**src/include/rst_wdt_pkg.sv**
```systemverilog
// Purpose: Shared constants for the reset source and watchdog unit
// Assumes: APB register bus with 32-bit data, system clock at 40 MHz
// Notes: Register offsets are byte addresses of aligned words
package rst_wdt_pkg;
    localparam int ADDR_W = 8;
    localparam int DATA_W = 32;
    localparam logic [ADDR_W-1:0] ADDR_FLAGS = 8'h00;
    localparam logic [ADDR_W-1:0] ADDR_WDT_CTRL = 8'h04;
    localparam logic [ADDR_W-1:0] ADDR_STATUS = 8'h08;

    // Reset cause flag bits
    localparam int FLAG_W = 5;
    localparam int FLAG_POR = 0;
    localparam int FLAG_PIN = 1;
    localparam int FLAG_BOD = 2;
    localparam int FLAG_WDT = 3;
    localparam int FLAG_DBG = 4;
    localparam logic [FLAG_W-1:0] FLAGS_RESET = 5'h01;

    // Watchdog control fields
    localparam int WDP_W = 3;
    localparam int WDP_LSB = 0;
    localparam int WDE_BIT = 3;
    localparam int WATCHDOG_CHANGE_ENABLE_BIT = 4;
    localparam int CTRL_RES_LSB = 5;
    localparam int CTRL_RES_MSB = 7;
    localparam logic [WDP_W-1:0] WDP_RESET = 3'h0;
    localparam logic [2:0] WATCHDOG_CHANGE_ENABLE_WINDOW = 3'h4;

    // Status fields
    localparam int STAT_REF = 0;
    localparam int STAT_BOD_EN = 1;
    localparam int STAT_SAFETY2 = 2;
    localparam int STAT_RUN = 3;

    // Brown-out level fuse codes
    localparam logic [2:0] BOD_OFF = 3'h7;
    localparam logic [2:0] BOD_LOW = 3'h6;
    localparam logic [2:0] BOD_MID = 3'h5;
    localparam logic [2:0] BOD_HIGH = 3'h4;

    // Input synchroniser lanes
    localparam int SYNC_N = 4;
    localparam int SYN_PIN = 0;
    localparam int SYN_BOD = 1;
    localparam int SYN_DBG = 2;
    localparam int SYN_OSC = 3;

    // Timing
    localparam int CLK_FREQ_KHZ = 40000;
    localparam int T_RST_MIN_NS = 2500;
    localparam int T_BOD_MIN_NS = 2000;
    localparam int RST_MIN_CYC = (T_RST_MIN_NS * CLK_FREQ_KHZ + 999999) / 1000000;
    localparam int BOD_MIN_CYC = (T_BOD_MIN_NS * CLK_FREQ_KHZ + 999999) / 1000000;
    localparam int FILT_W = 8;
    localparam int WDT_W = 22;
    localparam int DLY_W = 24;

    typedef enum logic [1:0] {ST_HOLD, ST_DELAY, ST_RUN} seq_state_t;
endpackage : rst_wdt_pkg

```
**src/reset_source_watchdog_unit.sv**
```systemverilog
// Purpose: Reset source collection, reset stretching, cause flags and watchdog
// Assumes: Fuses are static; detector outputs and pins are asynchronous
// Notes: Watchdog oscillator is sampled as a tick stream on the system clock
//
// Function
// RULE_01 - Long low pin pulse resets without clock
// RULE_02 - Pin release starts delay before releasing
// RULE_03 - Level fuse: 111 off, 110/101/100 thresholds
// RULE_04 - Enabled brown-out asserts reset without delay
// RULE_05 - Brown-out recovery restarts through delay counter
// RULE_06 - Ignore brown-out pulses shorter than 2 us
// RULE_07 - Watchdog expiry gives one-cycle pulse, delay follows
// RULE_08 - Debug reset flag bit 4, clear by write
// RULE_09 - Watchdog reset flag bit 3, clear by write
// RULE_10 - Brown-out reset flag bit 2, clear by write
// RULE_11 - Pin reset flag bit 1, clear by write
// RULE_12 - Power-on flag bit 0, only software clears
// RULE_13 - Software reads then clears flags early
// RULE_14 - Reference on for brown-out, comparator or converter
// RULE_15 - Software waits reference start-up before use
// RULE_16 - Watchdog counts its own 1 MHz oscillator
// RULE_17 - Watchdog counter cleared by restart, disable, reset
// RULE_18 - Eight periods; expiry resets the device
// RULE_19 - Safety fuse chooses level 1 or 2
// RULE_20 - Control bits 7..5 read as zero
// RULE_21 - Internal reset stretched by fuse-selected delay
// RULE_22 - Prescale codes select 16K to 2048K ticks
// RULE_23 - Change enable self-clears after four cycles
// RULE_24 - Level 2 keeps enable set, prescale only
// RULE_25 - Detectors assert asynchronously, release synchronised; brown-out here asserts only after its synchroniser and filter
// RULE_26 - Oscillator events cross domains through synchronisers
`timescale 1ns/1ps
module reset_source_watchdog_unit #(
    parameter int WDT_BASE_CYCLES = 16384,   // Watchdog ticks for prescale code 000
    parameter int TOUT_BASE_CYCLES = 4096    // Start-up delay for the shortest fuse setting
) (
    input wire logic ref_clk_i,                                   // System clock, 40 MHz
    input wire logic rst_n_i,                                     // Block reset, async, active low
    input wire logic psel_i,                                      // APB select
    input wire logic penable_i,                                   // APB enable
    input wire logic pwrite_i,                                    // APB write
    input wire logic [rst_wdt_pkg::ADDR_W-1:0] paddr_i,           // APB address
    input wire logic [rst_wdt_pkg::DATA_W-1:0] pwdata_i,          // APB write data
    output logic [rst_wdt_pkg::DATA_W-1:0] prdata_o,              // APB read data
    output logic pready_o,                                        // APB ready
    output logic pslverr_o,                                       // APB error on unmapped address
    input wire logic reset_pin_n_i,                               // External reset pin, active low
    input wire logic por_n_i,                                     // Power-on detector, low in reset
    input wire logic bod_low_i,                                   // Supply below brown-out trigger
    input wire logic debug_reset_i,                               // Debug-port reset register bit
    input wire logic wdt_osc_i,                                   // Watchdog oscillator, 1 MHz
    input wire logic wdt_restart_i,                               // Watchdog restart, one-cycle pulse
    input wire logic [2:0] brownout_level_fuse_i,                 // Brown-out level fuse
    input wire logic watchdog_safety_fuse_i,                      // High when programmed (level 2)
    input wire logic [1:0] startup_time_fuse_i,                   // Start-up time fuse
    input wire logic [3:0] clock_select_fuse_i,                   // Clock select fuse
    input wire logic comparator_bandgap_select_i,                 // Comparator uses reference
    input wire logic adc_enable_i,                                // Converter enabled
    output logic sys_reset_n_o,                                   // Internal reset, low in reset
    output logic bod_enable_o,                                    // Brown-out detector enable
    output logic ref_enable_o                                     // Bandgap reference enable
);
    import rst_wdt_pkg::*;

    logic chip_arst_n, flag_arst_n;
    logic [SYNC_N-1:0] async_in;
    logic [SYNC_N-1:0] sync_s;
    logic pin_low_s, bod_low_s, dbg_s, osc_s;

    // Pin and power-on act without a clock; brown-out needs filtering first
    assign chip_arst_n = rst_n_i & por_n_i & reset_pin_n_i; // RULE_01 RULE_25
    assign flag_arst_n = rst_n_i & por_n_i; // RULE_12

    assign async_in[SYN_PIN] = ~reset_pin_n_i;
    assign async_in[SYN_BOD] = bod_low_i;
    assign async_in[SYN_DBG] = debug_reset_i;
    assign async_in[SYN_OSC] = wdt_osc_i;

    genvar gi;
    generate
        for (gi = 0; gi < SYNC_N; gi++) begin : g_sync
            logic q1;
            logic q2;
            always_ff @(posedge ref_clk_i or negedge flag_arst_n) begin
                if (!flag_arst_n) begin
                    q1 <= 1'b0;
                    q2 <= 1'b0;
                end else begin
                    q1 <= async_in[gi]; // RULE_26
                    q2 <= q1;
                end
            end
            assign sync_s[gi] = q2;
        end
    endgenerate

    assign pin_low_s = sync_s[SYN_PIN];
    assign bod_low_s = sync_s[SYN_BOD];
    assign dbg_s = sync_s[SYN_DBG];
    assign osc_s = sync_s[SYN_OSC];

    // Pulse width filters
    logic [FILT_W-1:0] pin_cnt, next_pin_cnt;
    logic [FILT_W-1:0] bod_cnt, next_bod_cnt;
    logic pin_active, bod_active, bod_en, safety2;

    assign bod_en = (brownout_level_fuse_i == BOD_LOW) || (brownout_level_fuse_i == BOD_MID)
                    || (brownout_level_fuse_i == BOD_HIGH); // RULE_03
    assign safety2 = watchdog_safety_fuse_i; // RULE_19
    assign pin_active = (pin_cnt == FILT_W'(RST_MIN_CYC));
    assign bod_active = (bod_cnt == FILT_W'(BOD_MIN_CYC)); // RULE_06

    always_comb begin
        next_pin_cnt = '0;
        next_bod_cnt = '0;
        if (pin_low_s) begin
            next_pin_cnt = pin_active ? pin_cnt : pin_cnt + 1'b1; // RULE_11
        end
        if (bod_low_s && bod_en) begin
            next_bod_cnt = bod_active ? bod_cnt : bod_cnt + 1'b1; // RULE_04 RULE_06
        end
    end

    always_ff @(posedge ref_clk_i or negedge flag_arst_n) begin
        if (!flag_arst_n) begin
            pin_cnt <= '0;
            bod_cnt <= '0;
        end else begin
            pin_cnt <= next_pin_cnt;
            bod_cnt <= next_bod_cnt;
        end
    end

    // Reset sequencer: hold, stretch, run
    seq_state_t state, next_state;
    logic [DLY_W-1:0] delay_cnt, next_delay_cnt;
    logic [DLY_W-1:0] delay_target;
    logic [2:0] delay_shift;
    logic [1:0] rsync;
    logic run_q, next_run;
    logic wdt_fire, src_active;

    assign delay_shift = {1'b0, startup_time_fuse_i} + {2'b00, clock_select_fuse_i[3]};
    assign delay_target = DLY_W'(TOUT_BASE_CYCLES) << delay_shift; // RULE_21
    assign src_active = bod_active | wdt_fire | dbg_s | pin_low_s | ~rsync[1]; // RULE_04

    always_comb begin
        next_state = state;
        next_delay_cnt = delay_cnt;
        case (state)
            ST_HOLD: begin
                next_delay_cnt = '0;
                if (!src_active) begin
                    next_state = ST_DELAY; // RULE_02 RULE_05 RULE_07
                end
            end
            ST_DELAY: begin
                if (src_active) begin
                    next_state = ST_HOLD;
                    next_delay_cnt = '0;
                end else if (delay_cnt == delay_target - 1'b1) begin
                    next_state = ST_RUN; // RULE_21
                end else begin
                    next_delay_cnt = delay_cnt + 1'b1;
                end
            end
            ST_RUN: begin
                if (src_active) begin
                    next_state = ST_HOLD; // RULE_18
                end
            end
            default: begin
                next_state = ST_HOLD;
                next_delay_cnt = '0;
            end
        endcase
        next_run = (next_state == ST_RUN);
    end

    always_ff @(posedge ref_clk_i or negedge chip_arst_n) begin
        if (!chip_arst_n) begin
            rsync <= 2'b00;
            state <= ST_HOLD;
            delay_cnt <= '0;
            run_q <= 1'b0;
        end else begin
            rsync <= {rsync[0], 1'b1}; // RULE_25
            state <= next_state;
            delay_cnt <= next_delay_cnt;
            run_q <= next_run;
        end
    end

    assign sys_reset_n_o = run_q;

    // Watchdog: ticks of its own oscillator, control with timed change
    logic osc_prev, wdt_tick;
    logic [WDT_W-1:0] wdt_cnt, next_wdt_cnt;
    logic [WDT_W-1:0] wdt_period;
    logic next_wdt_fire;
    logic [WDP_W-1:0] watchdog_prescale_field, next_wdp;
    logic watchdog_enable_bit, next_wde;
    logic [2:0] ce_cnt, next_ce_cnt;
    logic wde_eff, ce_open, apb_wr, wr_ctrl, wr_flags;

    assign wdt_tick = osc_s & ~osc_prev; // RULE_16
    assign wdt_period = WDT_W'(WDT_BASE_CYCLES) << watchdog_prescale_field; // RULE_22
    assign wde_eff = watchdog_enable_bit | safety2; // RULE_24
    assign ce_open = (ce_cnt != 3'h0);
    assign apb_wr = psel_i & penable_i & pwrite_i;
    assign wr_ctrl = apb_wr && (paddr_i == ADDR_WDT_CTRL);
    assign wr_flags = apb_wr && (paddr_i == ADDR_FLAGS);

    always_comb begin
        next_wdt_cnt = wdt_cnt;
        next_wdt_fire = 1'b0;
        if (!wde_eff || wdt_restart_i || !run_q || wdt_fire) begin
            next_wdt_cnt = '0; // RULE_17
        end else if (wdt_tick) begin
            if (wdt_cnt == wdt_period - 1'b1) begin
                next_wdt_cnt = '0;
                next_wdt_fire = 1'b1; // RULE_07 RULE_18
            end else begin
                next_wdt_cnt = wdt_cnt + 1'b1;
            end
        end
        next_wdp = watchdog_prescale_field;
        next_wde = watchdog_enable_bit;
        next_ce_cnt = ce_open ? ce_cnt - 1'b1 : 3'h0; // RULE_23
        if (wr_ctrl) begin
            if (ce_open && !pwdata_i[WATCHDOG_CHANGE_ENABLE_BIT]) begin
                next_wdp = pwdata_i[WDP_LSB +: WDP_W]; // RULE_23
                if (!safety2) begin
                    next_wde = pwdata_i[WDE_BIT]; // RULE_19
                end
            end else if (pwdata_i[WDE_BIT] && !safety2) begin
                next_wde = 1'b1; // RULE_19
            end
            if (pwdata_i[WATCHDOG_CHANGE_ENABLE_BIT] && pwdata_i[WDE_BIT]) begin
                next_ce_cnt = WATCHDOG_CHANGE_ENABLE_WINDOW; // RULE_23
            end
        end
    end

    always_ff @(posedge ref_clk_i or negedge flag_arst_n) begin
        if (!flag_arst_n) begin
            osc_prev <= 1'b0;
            wdt_cnt <= '0;
            wdt_fire <= 1'b0;
            watchdog_prescale_field <= WDP_RESET;
            watchdog_enable_bit <= 1'b0;
            ce_cnt <= 3'h0;
        end else begin
            osc_prev <= osc_s;
            wdt_cnt <= next_wdt_cnt;
            wdt_fire <= next_wdt_fire;
            watchdog_prescale_field <= next_wdp;
            watchdog_enable_bit <= next_wde;
            ce_cnt <= next_ce_cnt;
        end
    end

    // Reset cause flags, reference enables
    logic [FLAG_W-1:0] flags, next_flags;
    logic next_bod_enable, next_ref_enable;

    always_comb begin
        next_flags = flags;
        if (wr_flags) begin
            next_flags = flags & pwdata_i[FLAG_W-1:0]; // RULE_12
        end
        // Set after clear so an event in the clearing cycle is kept
        next_flags[FLAG_DBG] = next_flags[FLAG_DBG] | dbg_s; // RULE_08
        next_flags[FLAG_WDT] = next_flags[FLAG_WDT] | wdt_fire; // RULE_09
        next_flags[FLAG_BOD] = next_flags[FLAG_BOD] | bod_active; // RULE_10
        next_flags[FLAG_PIN] = next_flags[FLAG_PIN] | pin_active; // RULE_11
        next_bod_enable = bod_en;
        next_ref_enable = bod_en | comparator_bandgap_select_i | adc_enable_i; // RULE_14
    end

    always_ff @(posedge ref_clk_i or negedge flag_arst_n) begin
        if (!flag_arst_n) begin
            flags <= FLAGS_RESET; // RULE_12
            bod_enable_o <= 1'b0;
            ref_enable_o <= 1'b0;
        end else begin
            flags <= next_flags;
            bod_enable_o <= next_bod_enable;
            ref_enable_o <= next_ref_enable;
        end
    end

    // APB read path: data registered in the setup cycle, no wait states
    logic [DATA_W-1:0] next_prdata;
    logic mapped;

    assign mapped = (paddr_i == ADDR_FLAGS) || (paddr_i == ADDR_WDT_CTRL) || (paddr_i == ADDR_STATUS);
    assign pready_o = 1'b1;
    assign pslverr_o = psel_i & penable_i & ~mapped;

    always_comb begin
        next_prdata = prdata_o;
        if (psel_i && !penable_i) begin
            next_prdata = '0;
            case (paddr_i)
                ADDR_FLAGS: begin
                    next_prdata[FLAG_W-1:0] = flags;
                end
                ADDR_WDT_CTRL: begin
                    next_prdata[WDP_LSB +: WDP_W] = watchdog_prescale_field;
                    next_prdata[WDE_BIT] = wde_eff; // RULE_24
                    next_prdata[WATCHDOG_CHANGE_ENABLE_BIT] = ce_open;
                    next_prdata[CTRL_RES_MSB:CTRL_RES_LSB] = 3'h0; // RULE_20
                end
                ADDR_STATUS: begin
                    next_prdata[STAT_REF] = ref_enable_o;
                    next_prdata[STAT_BOD_EN] = bod_enable_o;
                    next_prdata[STAT_SAFETY2] = safety2;
                    next_prdata[STAT_RUN] = run_q;
                end
                default: begin
                    next_prdata = '0;
                end
            endcase
        end
    end

    always_ff @(posedge ref_clk_i or negedge rst_n_i) begin
        if (!rst_n_i) begin
            prdata_o <= '0;
        end else begin
            prdata_o <= next_prdata;
        end
    end
endmodule : reset_source_watchdog_unit

```
**config.mk**
```make
export PLATFORM = sky130hd
export DESIGN_NAME = reset_source_watchdog_unit
export DESIGN_NICKNAME = d
export VERILOG_FILES = /design/src/include/rst_wdt_pkg.sv /design/src/reset_source_watchdog_unit.sv
export SDC_FILE = /design/constraint.sdc
export NUM_CORES = 1
export LEC_CHECK = 0
export ABC_AREA = 0
export BUFFER_PORTS_ARGS = -buffer_cell sky130_fd_sc_hd__buf_2
export CAP_MARGIN = 20
export CORE_UTILIZATION = 61
export CTS_CLUSTER_DIAMETER = 150
export DETAILED_ROUTE_END_ITERATION = 16
export MAX_ROUTING_LAYER = met4
export PLACE_DENSITY = 0.86
export SYNTH_ARGS = -nofsm -noshare
export SYNTH_HDL_FRONTEND = slang
export SYNTH_SLANG_ARGS = --single-unit
```
**constraint.sdc**
```tcl
create_clock -name ref_clk_i -period 5.11 [get_ports ref_clk_i]
set_input_delay 0.2555 -clock ref_clk_i [delete_from_list [all_inputs] [get_ports ref_clk_i]]
set_output_delay 0.2555 -clock ref_clk_i [all_outputs]
set_load 0.05 [all_outputs]
```
==> out/metrics.yaml <==
worst_setup_path:
  r2r-start: "g_sync[0].q2$_DFF_PN0_"
  slowest_stage: "a211oi_4"
  critPathKind: "input port to register"
  cp.depth: 12
  crit_arrival_ns: 3.42
  critical_path_peak_fanout: 15
  path_buf_inv: 2
  critPathTopFamily: "compound AO/OA/AOI/OAI gates"
  cp-end-kind: "register"
  rr_worst_depth: 5
  startpoint: "startup_time_fuse_i[0]"
  max_stage_delay_ns: 0.58
  cp.required_ns: 5.37
  cp_common_cell: "ha_1"
  worstPathCellList: "buf_2 > ha_1 > ha_1 > or3_4 > ha_1 > xnor2_1 > nor4_1 > o2111ai_1 > a211oi_4 > buf_4 > nor2_1 > a22o_1"
  crit_path_start_kind: "input port"
route:
  avgRoutedWirePerCell_um: 14.8
  drt_wl_total_um: 11000
  ant_nets: 0
  vias: 4402
  via_per_inst: 5.92
  drc: 0
  firstDrtPassIters: 5
  dr.first_iter.drc_count: 193
placement:
  gp_congestion: 0.838
  port_buffers: 41
  dpl.hpwl_um: 7780
floorplanning:
  row_count: 33
  initial_core_util_pct: 64.5
  io_pins: 100
  die_area_sq_um: 9250
  coreArea_sq_um: 8380
  dieWidth_um: 96.2
  dieHeight_um: 96.2
synth:
  synth_top_area_share_pct: 43.9
  ys_seq_elements: 96
  yosysSeqAreaShare_pct: 44.4
  yosysTopAreaCell: "dfrtp_1"
  ys_async_sr_fraction_pct: 100
  syn_avg_cell_area_sq_um: 9.19
  syn-instance-count: 589
  syn_area_sq_um: 5410
  synth_edf_count: 0
  yosysWarnings: 0
  synth_cell_type_count: 66
  netlist_top_cells_area: "dfrtp_1 44%, nand2_1 4.6%, buf_4 3.9%"
  ys.flop_type: "dfrtp_1"
finish:
  layout-drive-gt1-share_pct: 13.2
  area_growth_pct: 8.26
  filler_cell_count: 623
  fin_nets: 708
  antennaDiodeCount: 0
timing:
  max_slew_margin_pct: 34.8
  worstMarginPinSlew_ns: 0.972
  final_hold_viol_count: 0
  fmax_mhz: 317
  rsz0062_at_grt: "no"
  finalCritPeriodShare_pct: 61.8
  setup_viol: 0
  fin_skew_ns: 0.0134
  min_period_ns: 3.16
  tns_ns: 0
  final_max_slew_viol_count: 0
clocking:
  postCtsSetupBuffers: 0
  clock-sinks: 96
  cts.repair.resized: 0
  cts_tree: "built"
  worst_skew_pair.late_latency_ns: 0.38
  clock-root-buffer: "clkbuf_8"
  cts.clk_slew.worst_paths_ns: 0.10
  clockBufferDepth: 2
  ctsHtreeMaxLevel: 3
  numCtsBuffers: 9
  cts_hold_repair.buffers: 6
global_route:
  antenna_found_initial: 0
  grt_pass1_vias: 4038
  grt_max_degree: 47
  grt-ovfl-total: 0
  grt_pass1_wl_um: 18400
  grt_usage_pct: 26.4
outcome:
  outcome: "completed"
min_path:
  hp-start: "comparator_bandgap_select_i"
  hold_path.class: "input port to register"
  hold_depth: 2
power_and_ir_drop:
  power_leakage_nw: 2.56
  ir_drop_uv: 128
  total_power_mw: 1.44
  pwr_density_cell_nw_per_um2: 245
job:
  drv_cap: 0
metrics by stage:
step	util, %	hold WS, ns	setup WS (ns)	std cells	area (sq um)
floorplan	-	-0.0401	2.19	616	5510
global placement	66.5	0.0961	1.64	719	5570
global route	69.9	0.0402	1.74	743	5860
detailed placement	66.5	0.100	1.57	719	5570
finish	69.9	0.0688	1.95	743	5860
CTS	69.7	0.0508	1.97	741	5840
layout make-up:
class / instances / area, sq um / area share [%]
well taps: 105 / 131 / 2.24
clock buffers: 9 / 124 / 2.11
multi-input cells: 455 / 2740 / 46.8
flip-flops and latches: 96 / 2400 / 41.0
repair buffers: 52 / 303 / 5.17
clock inverters: 7 / 83.8 / 1.43
inverters: 19 / 71.3 / 1.22
logic make-up (layout without fill, tap and decap cells):
logic type | Yosys count | in the layout | share of synthesized area, %
AO/OA/AOI/OAI | 107 | 107 | 13.1
XOR/XNOR | 29 | 29 | 4.83
adder cells (fa/ha/maj) | 13 | 13 | 2.96
buffers and inverters | 65 | 87 | 6.82
flip-flops | 96 | 96 | 44.4
multiplexers | 9 | 9 | 1.76
other | 2 | 29 | 0.139
AND/OR/NAND/NOR | 268 | 268 | 25.9
synth_stat cells (4+ instances only):
master	n
mux2_2	4
and3_1	9
or4_1	4
and2_1	6
buf_4	28
nor2b_1	6
ha_1	12
inv_1	19
buf_2	4
o41ai_1	5
o21ai_1	5
xnor2_1	15
or2_2	5
nand3_1	34
o311ai_0	5
clkbuf_1	12
o211ai_1	6
a21boi_0	5
mux2i_1	5
nor4_1	10
dfrtp_1	95
nor3b_1	4
nand4_1	9
nor3_1	23
or3_1	10
xor2_1	13
o21ai_0	29
nand2b_1	14
a31oi_1	8
nand2_1	66
nor2_1	50
a21oi_1	22
cell usage in the layout (no fill, tap or decap), types with 8 or more instances in the layout:
| cell | count |
|---|---|
| dfrtp_1 | 95 |
| ha_1 | 12 |
| conb_1 | 29 |
| xnor2_1 | 15 |
| nand4_1 | 9 |
| nor2_1 | 50 |
| a31oi_1 | 8 |
| nand2_1 | 66 |
| nand3_1 | 34 |
| xor2_1 | 13 |
| nor3_1 | 23 |
| buf_2 | 41 |
| clkbuf_8 | 9 |
| and3_1 | 9 |
| a21oi_1 | 22 |
| nor4_1 | 10 |
| inv_1 | 19 |
| nand2b_1 | 14 |
| or3_1 | 10 |
| o21ai_0 | 29 |
final timing paths:
| check | to | slack (ns) |
|---|---|---|
| max | delay_cnt[14]$_DFFE_PN0P_ | 1.95 |
| max reg2reg | delay_cnt[16]$_DFFE_PN0P_ | 2.17 |
| min | ref_enable_o$_DFF_PN0_ | 0.07 |
| min reg2reg | g_sync[3].q2$_DFF_PN0_ | 0.34 |
| max in group asynchronous | wdt_cnt[8]$_DFFE_PN0P_ | 3.62 |
| min in group asynchronous | prdata_o[1]$_DFFE_PN0P_ | 0.23 |
layer usage:
layer / wire [um] / global-route usage, % / share of wire (%)
met4: 225 / 10.4 / 2.0
met1: 4860 / 33.7 / 44
met2: 5360 / 42.4 / 49
met5: 0 / - / 0
met3: 540 / 4.11 / 4.9
where the power goes:
group | switching (mW) | internal [mW] | leakage [nW]
Clock | 0.308 | 0.199 | 0.106
Combinational | 0.105 | 0.0410 | 1.16
Sequential | 0.0110 | 0.771 | 1.29
sequential cells by signal (all words and copies together) (netlist names), 2 cells and up:
register	count
delay_cnt	24
state	2
g_sync.q2	2
prdata_o	5
bod_cnt	8
flags	5
ce_cnt	3
wdt_cnt	22
rsync	2
watchdog_prescale_field	3
pin_cnt	8
g_sync.q1	4
Note: power is estimated with default switching activity, not from simulation.
